===== src/rtl/scan_drive_pkg.sv =====
package scan_drive_pkg;

    // Register offsets, byte addresses on the APB
    localparam int          ADDR_WIDTH     = 12;
    localparam int          DATA_WIDTH     = 32;
    localparam logic [11:0] PHASE_OFFSET   = 12'h000;
    localparam logic [11:0] CMD_OFFSET     = 12'h004;
    localparam logic [11:0] STATUS_OFFSET  = 12'h008;
    localparam logic [11:0] REFUSED_OFFSET = 12'h00c;

    // Winding register fields
    localparam int PHASE_WIDTH   = 4;
    localparam int PRI_PHASE_LSB = 0;
    localparam int SEC_PHASE_LSB = 4;

    // Pulse pairs; command bit is 2*pair for in/primary, 2*pair+1 for out/secondary
    localparam int PAIR_COUNT      = 6;
    localparam int CMD_WIDTH       = 2 * PAIR_COUNT;
    localparam int PAIR_SELECT     = 0;
    localparam int PAIR_NARROW_PRI = 1;
    localparam int PAIR_MEDIUM_PRI = 2;
    localparam int PAIR_NARROW_SEC = 3;
    localparam int PAIR_MEDIUM_SEC = 4;
    localparam int PAIR_POPUP      = 5;

    // Status register fields
    localparam int TELLTALE_COUNT     = 6;
    localparam int ST_COVER_CLOSED    = 0;
    localparam int ST_COVER_OPEN      = 1;
    localparam int ST_NARROW_IN       = 2;
    localparam int ST_NARROW_OUT      = 3;
    localparam int ST_MEDIUM_IN       = 4;
    localparam int ST_MEDIUM_OUT      = 5;
    localparam int ST_COVER_CONFLICT  = 6;
    localparam int ST_NARROW_CONFLICT = 7;
    localparam int ST_MEDIUM_CONFLICT = 8;

    // Reset values
    localparam logic [7:0]  PHASE_RESET    = 8'h00;
    localparam logic [5:0]  TELLTALE_RESET = 6'h3f;
    localparam logic [11:0] CMD_RESET      = 12'h000;

    // Pulse timing
    localparam int PULSE_TIME_MS = 500;
    localparam int CLK_FREQ_HZ   = 100_000_000;
    localparam int PULSE_CYCLES  = PULSE_TIME_MS * (CLK_FREQ_HZ / 1000);
    localparam int COUNT_WIDTH   = 26;

    typedef enum logic [1:0] {
        PULSE_IDLE = 2'b01,
        PULSE_RUN  = 2'b10
    } pulse_state_type;

endpackage


===== src/rtl/pulse_pair_if.sv =====
`timescale 1ns/1ns
interface pulse_pair_if;
    logic [1:0] request;
    logic [1:0] drive;
    logic [1:0] refused;

    modport controller (output request, input drive, input refused);
    modport generator (input request, output drive, output refused);
endinterface


===== src/rtl/pulse_pair.sv =====
`timescale 1ns/1ns
module pulse_pair #(
    parameter int PULSE_CYCLES = scan_drive_pkg::PULSE_CYCLES,
    parameter int COUNT_WIDTH  = scan_drive_pkg::COUNT_WIDTH
) (
    // Clock and reset
    input wire logic            clk,
    input wire logic            reset,
    // Request and drive
    pulse_pair_if.generator     link
);

    if (PULSE_CYCLES < 2 || PULSE_CYCLES > (2 ** COUNT_WIDTH)) begin
        $error("pulse_pair: PULSE_CYCLES does not fit the counter");
    end

    localparam logic [COUNT_WIDTH-1:0] LAST =
        COUNT_WIDTH'(PULSE_CYCLES - 1);

    scan_drive_pkg::pulse_state_type state_reg;
    scan_drive_pkg::pulse_state_type state_next;
    logic [COUNT_WIDTH-1:0]          cnt_reg;
    logic [COUNT_WIDTH-1:0]          cnt_next;
    logic [1:0]                      drive_reg;
    logic [1:0]                      drive_next;
    logic [1:0]                      refused_reg;
    logic [1:0]                      refused_next;

    always_comb begin
        state_next   = state_reg;
        cnt_next     = cnt_reg;
        drive_next   = drive_reg;
        refused_next = 2'h0;
        case (state_reg)
            scan_drive_pkg::PULSE_IDLE: begin
                // Both sides at once would fight the mechanism
                if (link.request == 2'h3) begin
                    refused_next = 2'h3;
                end else if (link.request != 2'h0) begin
                    drive_next = link.request;
                    cnt_next   = '0;
                    state_next = scan_drive_pkg::PULSE_RUN;
                end
            end
            scan_drive_pkg::PULSE_RUN: begin
                // Either side is refused until the pulse is over
                refused_next = link.request;
                if (cnt_reg == LAST) begin
                    drive_next = 2'h0;
                    state_next = scan_drive_pkg::PULSE_IDLE;
                end else begin
                    cnt_next = cnt_reg + 1'b1;
                end
            end
            default: begin
                drive_next = 2'h0;
                state_next = scan_drive_pkg::PULSE_IDLE;
            end
        endcase
    end

    always_ff @(posedge clk) begin
        if (reset) begin
            state_reg   <= scan_drive_pkg::PULSE_IDLE;
            cnt_reg     <= '0;
            drive_reg   <= 2'h0;
            refused_reg <= 2'h0;
        end else begin
            state_reg   <= state_next;
            cnt_reg     <= cnt_next;
            drive_reg   <= drive_next;
            refused_reg <= refused_next;
        end
    end

    assign link.drive   = drive_reg;
    assign link.refused = refused_reg;

endmodule


===== src/rtl/scan_drive_ctrl.sv =====
// Local design decisions: the register addresses and register access over APB.
`timescale 1ns/1ns
module scan_drive_ctrl #(
    parameter int PULSE_CYCLES = scan_drive_pkg::PULSE_CYCLES
) (
    // Clock and reset
    input  wire logic        CLK,
    input  wire logic        RESET,
    // APB slave
    input  wire logic        PSEL,
    input  wire logic        PENABLE,
    input  wire logic        PWRITE,
    input  wire logic [11:0] PADDR,
    input  wire logic [31:0] PWDATA,
    output logic      [31:0] PRDATA,
    output logic             PREADY,
    output logic             PSLVERR,
    // Scan motor windings
    output logic      [3:0]  PRI_WINDING,
    output logic      [3:0]  SEC_WINDING,
    // Pulse commands
    output logic             PRI_SELECT,
    output logic             SEC_SELECT,
    output logic             NARROW_PRI_IN,
    output logic             NARROW_PRI_OUT,
    output logic             MEDIUM_PRI_IN,
    output logic             MEDIUM_PRI_OUT,
    output logic             NARROW_SEC_IN,
    output logic             NARROW_SEC_OUT,
    output logic             MEDIUM_SEC_IN,
    output logic             MEDIUM_SEC_OUT,
    output logic             POPUP_IN,
    output logic             POPUP_OUT,
    // Position telltales, active low
    input  wire logic        COVER_CLOSED_N,
    input  wire logic        COVER_OPEN_N,
    input  wire logic        NARROW_IN_N,
    input  wire logic        NARROW_OUT_N,
    input  wire logic        MEDIUM_IN_N,
    input  wire logic        MEDIUM_OUT_N
);

    localparam int PW = scan_drive_pkg::PHASE_WIDTH;
    localparam int CW = scan_drive_pkg::CMD_WIDTH;
    localparam int TW = scan_drive_pkg::TELLTALE_COUNT;

    function automatic logic addr_known(input logic [11:0] addr);
        addr_known = (addr == scan_drive_pkg::PHASE_OFFSET)
                  || (addr == scan_drive_pkg::CMD_OFFSET)
                  || (addr == scan_drive_pkg::STATUS_OFFSET)
                  || (addr == scan_drive_pkg::REFUSED_OFFSET);
    endfunction

    function automatic logic [31:0] widen(input logic [15:0] value);
        widen = {16'h0000, value};
    endfunction

    pulse_pair_if pair_link [scan_drive_pkg::PAIR_COUNT] ();

    // APB state
    logic          pready_reg;
    logic          pready_next;
    logic          pslverr_reg;
    logic          pslverr_next;
    logic [31:0]   prdata_reg;
    logic [31:0]   prdata_next;
    logic          setup;
    logic          write_done;

    // Software state
    logic [2*PW-1:0] phase_reg;
    logic [2*PW-1:0] phase_next;
    logic [CW-1:0]   request_reg;
    logic [CW-1:0]   request_next;
    logic [CW-1:0]   refused_reg;
    logic [CW-1:0]   refused_next;

    // Telltale synchroniser
    logic [TW-1:0] tell_meta_reg;
    logic [TW-1:0] tell_meta_next;
    logic [TW-1:0] tell_sync_reg;
    logic [TW-1:0] tell_sync_next;
    logic [TW-1:0] position;
    logic [2:0]    conflict;

    // Gathered from the pulse generators
    logic [CW-1:0] drive_all;
    logic [CW-1:0] refused_all;

    for (genvar p = 0; p < scan_drive_pkg::PAIR_COUNT; p++) begin : g_pair
        pulse_pair #(
            .PULSE_CYCLES (PULSE_CYCLES),
            .COUNT_WIDTH  (scan_drive_pkg::COUNT_WIDTH)
        ) u_pair (
            .clk   (CLK),
            .reset (RESET),
            .link  (pair_link[p])
        );
        assign pair_link[p].request = request_reg[2*p +: 2];
        assign drive_all[2*p +: 2]  = pair_link[p].drive;
        assign refused_all[2*p +: 2] = pair_link[p].refused;
    end

    // Telltales decoded to active-high positions
    always_comb begin
        position[scan_drive_pkg::ST_COVER_CLOSED] =
            ~tell_sync_reg[scan_drive_pkg::ST_COVER_CLOSED];
        position[scan_drive_pkg::ST_COVER_OPEN] =
            ~tell_sync_reg[scan_drive_pkg::ST_COVER_OPEN];
        position[scan_drive_pkg::ST_NARROW_IN] =
            ~tell_sync_reg[scan_drive_pkg::ST_NARROW_IN];
        position[scan_drive_pkg::ST_NARROW_OUT] =
            ~tell_sync_reg[scan_drive_pkg::ST_NARROW_OUT];
        position[scan_drive_pkg::ST_MEDIUM_IN] =
            ~tell_sync_reg[scan_drive_pkg::ST_MEDIUM_IN];
        position[scan_drive_pkg::ST_MEDIUM_OUT] =
            ~tell_sync_reg[scan_drive_pkg::ST_MEDIUM_OUT];
        // Both ends reported at once points at a broken switch
        conflict[0] = position[scan_drive_pkg::ST_COVER_CLOSED]
                    & position[scan_drive_pkg::ST_COVER_OPEN];
        conflict[1] = position[scan_drive_pkg::ST_NARROW_IN]
                    & position[scan_drive_pkg::ST_NARROW_OUT];
        conflict[2] = position[scan_drive_pkg::ST_MEDIUM_IN]
                    & position[scan_drive_pkg::ST_MEDIUM_OUT];
    end

    always_comb begin
        tell_meta_next = {MEDIUM_OUT_N, MEDIUM_IN_N, NARROW_OUT_N,
                          NARROW_IN_N, COVER_OPEN_N, COVER_CLOSED_N};
        tell_sync_next = tell_meta_reg;
    end

    // APB: zero wait, answer in the first access cycle
    always_comb begin
        setup      = PSEL & ~PENABLE;
        write_done = PSEL & PENABLE & pready_reg & PWRITE;
        pready_next  = setup;
        pslverr_next = setup & ~addr_known(PADDR);
        prdata_next  = prdata_reg;
        if (setup) begin
            case (PADDR)
                scan_drive_pkg::PHASE_OFFSET:
                    prdata_next = widen({8'h00, phase_reg});
                scan_drive_pkg::CMD_OFFSET:
                    prdata_next = widen({4'h0, drive_all});
                scan_drive_pkg::STATUS_OFFSET:
                    prdata_next = widen({7'h00, conflict, position});
                scan_drive_pkg::REFUSED_OFFSET:
                    prdata_next = widen({4'h0, refused_reg});
                default:
                    prdata_next = 32'h0000_0000;
            endcase
        end
    end

    // Software registers
    always_comb begin
        phase_next   = phase_reg;
        request_next = scan_drive_pkg::CMD_RESET;
        refused_next = refused_reg;
        if (write_done && PADDR == scan_drive_pkg::PHASE_OFFSET) begin
            phase_next = PWDATA[2*PW-1:0];
        end
        // A command write is a one-cycle request per set bit
        if (write_done && PADDR == scan_drive_pkg::CMD_OFFSET) begin
            request_next = PWDATA[CW-1:0];
        end
        if (write_done && PADDR == scan_drive_pkg::REFUSED_OFFSET) begin
            refused_next = refused_reg & ~PWDATA[CW-1:0];
        end
        // Set after clear, so a refusal in the clearing cycle stays
        refused_next = refused_next | refused_all;
    end

    always_ff @(posedge CLK) begin
        if (RESET) begin
            pready_reg    <= 1'b0;
            pslverr_reg   <= 1'b0;
            prdata_reg    <= 32'h0000_0000;
            phase_reg     <= scan_drive_pkg::PHASE_RESET;
            request_reg   <= scan_drive_pkg::CMD_RESET;
            refused_reg   <= scan_drive_pkg::CMD_RESET;
            tell_meta_reg <= scan_drive_pkg::TELLTALE_RESET;
            tell_sync_reg <= scan_drive_pkg::TELLTALE_RESET;
        end else begin
            pready_reg    <= pready_next;
            pslverr_reg   <= pslverr_next;
            prdata_reg    <= prdata_next;
            phase_reg     <= phase_next;
            request_reg   <= request_next;
            refused_reg   <= refused_next;
            tell_meta_reg <= tell_meta_next;
            tell_sync_reg <= tell_sync_next;
        end
    end

    // Outputs, all from flip-flops
    assign PREADY  = pready_reg;
    assign PSLVERR = pslverr_reg;
    assign PRDATA  = prdata_reg;

    // Windings are not interlocked with the select relay; software owns it
    assign PRI_WINDING =
        phase_reg[scan_drive_pkg::PRI_PHASE_LSB +: PW];
    assign SEC_WINDING =
        phase_reg[scan_drive_pkg::SEC_PHASE_LSB +: PW];

    assign PRI_SELECT =
        drive_all[2*scan_drive_pkg::PAIR_SELECT];
    assign SEC_SELECT =
        drive_all[2*scan_drive_pkg::PAIR_SELECT+1];
    assign NARROW_PRI_IN =
        drive_all[2*scan_drive_pkg::PAIR_NARROW_PRI];
    assign NARROW_PRI_OUT =
        drive_all[2*scan_drive_pkg::PAIR_NARROW_PRI+1];
    assign MEDIUM_PRI_IN =
        drive_all[2*scan_drive_pkg::PAIR_MEDIUM_PRI];
    assign MEDIUM_PRI_OUT =
        drive_all[2*scan_drive_pkg::PAIR_MEDIUM_PRI+1];
    assign NARROW_SEC_IN =
        drive_all[2*scan_drive_pkg::PAIR_NARROW_SEC];
    assign NARROW_SEC_OUT =
        drive_all[2*scan_drive_pkg::PAIR_NARROW_SEC+1];
    assign MEDIUM_SEC_IN =
        drive_all[2*scan_drive_pkg::PAIR_MEDIUM_SEC];
    assign MEDIUM_SEC_OUT =
        drive_all[2*scan_drive_pkg::PAIR_MEDIUM_SEC+1];
    assign POPUP_IN =
        drive_all[2*scan_drive_pkg::PAIR_POPUP];
    assign POPUP_OUT =
        drive_all[2*scan_drive_pkg::PAIR_POPUP+1];

endmodule


===== config.mk =====
export PLATFORM = sky130hd
export DESIGN_NAME = scan_drive_ctrl
export DESIGN_NICKNAME = d
export VERILOG_FILES = /design/src/rtl/scan_drive_pkg.sv /design/src/rtl/pulse_pair_if.sv /design/src/rtl/pulse_pair.sv /design/src/rtl/scan_drive_ctrl.sv
export SDC_FILE = /design/constraint.sdc
export NUM_CORES = 1
export LEC_CHECK = 0
export CAP_MARGIN = 20
export CELL_PAD_IN_SITES_DETAIL_PLACEMENT = 1
export CELL_PAD_IN_SITES_GLOBAL_PLACEMENT = 1
export CORE_MARGIN = 4
export CORE_UTILIZATION = 52
export CTS_CLUSTER_SIZE = 10
export DETAILED_ROUTE_END_ITERATION = 10
export DONT_BUFFER_PORTS = 1
export GPL_TIMING_DRIVEN = 0
export PLACE_DENSITY = 0.85
export SLEW_MARGIN = 40
export SYNTH_ARGS = -nofsm -noshare
export SYNTH_HDL_FRONTEND = slang
export SYNTH_SLANG_ARGS = --single-unit

===== constraint.sdc =====
create_clock -name CLK -period 3.3 [get_ports CLK]
set_input_delay 0.33 -clock CLK [delete_from_list [all_inputs] [get_ports CLK]]
set_output_delay 0.33 -clock CLK [all_outputs]
set_load 0.01 [all_outputs]

== Word-level counts from Yosys, hierarchy flattened ==
Index checks and enable logic that the tools add are counted.
Widths: inputs -> output; s select.

* Add/subtract/negate cells: 6
* Eq/ne operators: 51
* Multiplexer cells: 86
* Bitwise gates (word level): 20
* Reductions and logical operators: 32

{| class="wikitable"
|+ Operator list
! kind !! count
|-
| $mux 26 || 18
|-
| $pmux 26 s2 || 6
|-
| $add 26x1->26 const B || 6
|-
| $eq 26x26->1 const B || 6
|-
| $mux 2 || 42
|-
| $pmux 2 s2 || 18
|-
| $pmux 12 s4 || 1
|-
| $eq 12x4->1 const B || 2
|-
| $eq 2x2->1 const B || 12
|-
| $ne 2x1->1 const B || 12
|-
| $ne 2x2->1 const B || 12
|-
| $reduce_and 4->1 || 6
|-
| $reduce_bool 2->1 || 12
|-
| $reduce_and 3->1 || 6
|-
| $and 12x12->12 || 1
|-
| $eq 12x3->1 const B || 1
|-
| $eq 2x1->1 const B || 6
|-
| $logic_not 12->1 || 1
|-
| $mux 12 || 1
|-
| $not 12->12 || 1
|-
| $or 12x12->12 || 1
|-
| $not 1->1 || 9
|-
| $and 1x1->1 || 8
|-
| $logic_and 1x1->1 || 3
|-
| 2 further kinds || 4
|}

* Register bits after elaboration: 270
* Bits of input ports: 55
* Output and inout port bits: 54
* Logic and storage cells: 227

== Depth between registers and ports, before layout ==
* Word-level depth: 6
* Depth in mapped cells: 9
* Mapped depth without buffers: 7

== Hierarchy ==
Synthesis repeated with hierarchy kept, for this count alone.

* Cells, all modules: 1,490
* Area total of the unflattened synthesis: 12,869.8 µm²

{| class="wikitable"
|+ Modules (own cells, without submodules)
! module !! instances !! cells an instance !! area an instance (µm²) !! sequential area each (µm²)
|-
| pulse_pair (g_pair[0].u_pair ...) || 5 || 204 || 1,726.7 || 640.6
|-
| scan_drive_ctrl || 1 || 256 || 2,479.9 || 1,161.1
|-
| pulse_pair (g_pair[5].u_pair) || 1 || 214 || 1,756.7 || 640.6
|}

== Least setup slack after synthesis ==
OpenSTA, ideal clock, no wires.

* Kind: reg2reg
* From: reg g_pair[2].u_pair.cnt_reg[0]
* To: reg g_pair[2].u_pair.cnt_reg[20]
* Setup time: 120 ps
* Arrival: 2,049 ps
* Path slack: 1,132 ps
* Stages on the path, launching flop included: 7
* Cells stage by stage: dfxtp_1 ha_1 nand3_1 nor4_2 a21oi_1 and3_1 a211o_1

* Longest elaborated chain between the ends: 3
* Elaborated cells on any way between the ends: 6
* Those cells by class: add/sub (1); eq/ne (2); mux (2); reduce/logical (1)

{| class="wikitable"
|+ Ends and longest elaborated chain
! item !! line !! source
|-
| start: declaration || pulse_pair.sv:22 || <nowiki>logic [COUNT_WIDTH-1:0] cnt_reg;</nowiki>
|-
| start signal: assignment || pulse_pair.sv:70 || <nowiki>cnt_reg <= cnt_next;</nowiki>
|-
| $add 26x1->26 or $eq 26x26->1 (tied branches) || pulse_pair.sv:52, pulse_pair.sv:48 ||
|-
| $mux 26 or $ne 2x2->1 (tied branches) || n/a ||
|-
| $pmux 26 s2 or $reduce_and 4->1 (tied branches) || n/a ||
|}

Parallel ways exist; a longest one is shown, timed or not. The select of a mux whose other input is x is not followed.
A chain may end at the register's enable or synchronous reset.

== Worst setup path in the final report ==
* From: reg g_pair[0].u_pair.cnt_reg[0]
* To: reg g_pair[0].u_pair.cnt_reg[21]

* Longest elaborated chain between the ends: 3
* Elaborated cells on any way between the ends: 6
* Those cells by class: add/sub (1); eq/ne (2); mux (2); reduce/logical (1)

{| class="wikitable"
|+ Ends and longest elaborated chain
! item !! line
|-
| start: declaration || pulse_pair.sv:22
|-
| start signal: assignment || pulse_pair.sv:70
|-
| $add 26x1->26 or $eq 26x26->1 (tied branches) || pulse_pair.sv:52, pulse_pair.sv:48
|-
| $mux 26 or $ne 2x2->1 (tied branches) || n/a
|-
| $pmux 26 s2 or $reduce_and 4->1 (tied branches) || n/a
|}

Parallel ways exist; a longest one is shown, timed or not. The select of a mux whose other input is x is not followed.

==> implementation parameters <==
Parameter                              Value

Drt
  Post-detailed-route via-to-cell ratio    approximately 6.7
  TritonRoute pass-1 iters    8
  Per-cell routed wire length    ~24 µm
  Total number of vias    ~13000
  Count of nets left with antenna violations after detail routing    0
  DRT Wirelength    around 48000 µm
  Final routed DRC violation total    0
  Number of DRC markers in iteration 0    1270

Timing
  Count of final max-slew check failures    0
  Final critical-path required period    ~2.7 ns
  TNS Setup    0 ns
  Finish-stage setup viols    0
  Max-slew headroom at the worst pin    0.378
  Transition time of the tightest slew-check pin    about 0.93 ns
  Clock Skews    around 0.011 ns
  Period utilisation layout    0.816
  Highest clock rate    roughly 0.37 GHz
  Number of hold violations in the final report    0
  Unrepaired setup endpoints after global routing    false

Synth
  Library cell with the highest instance count after synthesis    sky130_fd_sc_hd__dfxtp_1
  Number of enable flip-flop cells after synthesis    0
  Synth Warn #    0
  Post-synthesis register bit count    250
  Mean instance size in the synthesized netlist    8.18 µm²
  Instance count of the mapped netlist    approximately 1600
  Distinct cell type count after synthesis    82
  Syn Std Cell Area    ~0.013 mm²
  Synth top cells by count    sky130_fd_sc_hd__dfxtp_1 (250), sky130_fd_sc_hd__a21oi_1 (134), sky130_fd_sc_hd__nand2_1 (133), sky130_fd_sc_hd__nor2_1 (110), sky130_fd_sc_hd__o21ai_0 (85)
  Portion of the post-synthesis area used by sequential elements    0.383
  Largest area contributor in the synthesized netlist    sky130_fd_sc_hd__dfxtp_1
  Ys flop type    sky130_fd_sc_hd__dfxtp_1
  Share of Yosys cell area claimed by the top area cell type    0.383
  Cell types occupying the most area after synthesis    sky130_fd_sc_hd__dfxtp_1 (38%), sky130_fd_sc_hd__a21oi_1 (5.1%), sky130_fd_sc_hd__nand2_1 (3.8%), sky130_fd_sc_hd__o21ai_0 (3.3%), sky130_fd_sc_hd__nor2_1 (3.2%)
  Async set-reset flop share out of synthesis    0

Critical path
  Critical path's slowest cell    sky130_fd_sc_hd__or4_1
  Largest fanout on the critical path    8
  Beginning of the critical path    g_pair[0].u_pair.cnt_reg[0]$_SDFFE_PP0P_
  Critical Path Source Type    flip-flop
  Number of cells on the worst reg-to-reg path    7
  Reg2Reg Launch Point    g_pair[0].u_pair.cnt_reg[0]$_SDFFE_PP0P_
  CP peak stage delay    ~0.64 ns
  Worst endpoint required time    3.71 ns
  Cell Chain, Critical Path    ha_1, nand4_1, or4_1, o21ai_2, or2_2, clkbuf_1, o32ai_1
  Critical path data arrival time    between 3 and 4 ns
  Path type of the worst setup path    reg2reg
  Endpoint type of the worst setup path    flip-flop

Floorplanning
  Row Count    between 50 and 60
  Number of ports placed on the die boundary    109
  Core box area    0.0245 mm²
  Area of the die    about 0.028 mm²
  Starting Density    0.532
  Height of the die    between 150 and 200 µm
  Width of the die    between 150 and 200 µm

Clocking
  CTS clk-pin slew, worst paths    ~0.06 ns
  TritonCTS clock tree    done
  PostCTS Resize Cnt    0
  CTS sink count    between 200 and 300
  Clock latency at the later pin of the worst-skew pair    0.56 ns
  Maximum number of buffers from clock root to sink    3
  Root Buffer    sky130_fd_sc_hd__clkbuf_16
  H-tree levels    1
  Number of clock buffers inserted by TritonCTS    30

Placed design
  Number of port buffers    0
  Total cell area at the placement stage    between 0.01 and 0.015 mm²
  Detailed-placement wirelength estimate    32500 µm
  Routability cong.    between 0.9 and 1

Pwr
  VDD IR max    about 0.37 mV
  Leak Pwr    just under 0.005 µW
  Power per standard cell area    just over 500 mW/mm²

Job
  Max-capacitance violation count    0

Final layout
  Area growth from synthesis to layout    12.2%
  Total non-filler cell area in the finished layout    between 0.01 and 0.015 mm²
  Ratio of cells with drive above 1 in the final layout    0.0805
  Layout net count    approximately 1700
  Fill cell instance count of the final layout    2963
  Flip-flop count of the largest register after layout    about 160

Global routing
  Total GRT Usage    0.328
  First-pass GRT wire length    75200 µm
  Via count of the first global-routing pass    ~13000
  Final global-route overflow total    0
  Antenna violations before repair    0
  Largest net degree at the start of global routing    15

Hold path
  Path class of the lowest-slack min-delay path    in2reg
  Start point of the worst min-delay path    RESET
  Hold Path Depth    3

Outcome
  Result of the run    completed
final timing paths:
check,to,slack (ns)
worst min-delay path,g_pair[2].u_pair.cnt_reg[13]$_SDFFE_PP0P_,0.03
worst max register to register,g_pair[0].u_pair.cnt_reg[21]$_SDFFE_PP0P_,0.61
worst min register to register,tell_sync_reg[3]$_SDFF_PP1_,0.40
worst max-delay path,g_pair[0].u_pair.cnt_reg[21]$_SDFFE_PP0P_,0.61
power by group:
group	internal, µW	switching [µW]
registers	3090	52.4
clock network	1760	1280
logic	367	990
total	5220	2330
cell families (layout without fill, tap and decap cells):
kind of cell	after synthesis	in the layout	synth area share
buffers and inverters	177	237	0.0586
AO/OA/AOI/OAI	471	471	0.236
XOR/XNOR	7	7	0.00469
adder cells (fa/ha/maj)	18	18	0.0172
other	1	21	0.000287
AND/OR/NAND/NOR	647	647	0.277
multiplexers	27	27	0.0227
flip-flops	250	250	0.383
metrics by stage:
step                      total power [µW]  hold WS (ns)   util  worst slack (ns)  cells
after floorplan                       4080         0.389      -              1.13   1617
after global placement                4430         0.393  0.552             0.572   1941
after detailed placement              4480         0.400  0.553             0.502   1941
after CTS                             7510        0.0164  0.596             0.526   2000
after global routing                  7800        0.0299  0.598             0.456   2001
final                                 7540        0.0346  0.598             0.608   2002
placed cells by master, fill, tap and decap left out, types with 25 or more instances in the layout:
cell type / instances
sky130_fd_sc_hd__nand4_1: 61
sky130_fd_sc_hd__or4_1: 32
sky130_fd_sc_hd__o21ai_0: 85
sky130_fd_sc_hd__a31oi_1: 37
sky130_fd_sc_hd__nand3_1: 74
sky130_fd_sc_hd__clkbuf_16: 31
sky130_fd_sc_hd__o31ai_1: 25
sky130_fd_sc_hd__clkbuf_1: 71
sky130_fd_sc_hd__inv_1: 69
sky130_fd_sc_hd__dfxtp_1: 250
sky130_fd_sc_hd__nor3_1: 31
sky130_fd_sc_hd__a21oi_1: 133
sky130_fd_sc_hd__nand2_1: 133
sky130_fd_sc_hd__nor2_1: 110
sky130_fd_sc_hd__o211ai_1: 32
area by class of cell:
type	instances	area, µm²	share of cell area
Antenna cell	1	2.50	0.000171
Buffer	106	509	0.0347
Clock buffer	40	850	0.0579
Clock inverter	1	8.76	0.000597
Inverter	71	267	0.0182
Multi-Input combinational cell	1190	7420	0.506
Sequential cell	250	5000	0.341
Tap cell	324	405	0.0276
Timing Repair Buffer	19	191	0.0131
critical path, delay by kind of cell (launching register included):
family / cells / cell delay, ns
buffers and inverters: 1 / 0.29
AND/OR/NAND/NOR: 3 / 1.14
adder cells (fa/ha/maj): 1 / 0.22
flip-flops: 1 / 0.39
AO/OA/AOI/OAI: 2 / 0.50
what timing repair did:
item	in CTS	in global routing
hold buffers	18	0
endpoints found under the hold margin	26	0
buffers inserted	0	0
per-layer routing:
metal | global-route usage | vias up | wire (µm)
met3 | 0.0647 | 129 | 2930
met5 | 0 | - | 0
met4 | 0.110 | 0 | 1740
met1 | 0.410 | 6701 | 20200
li1 | - | 6180 | -
met2 | 0.569 | 448 | 23200
Power figures use the tool's default switching activity.
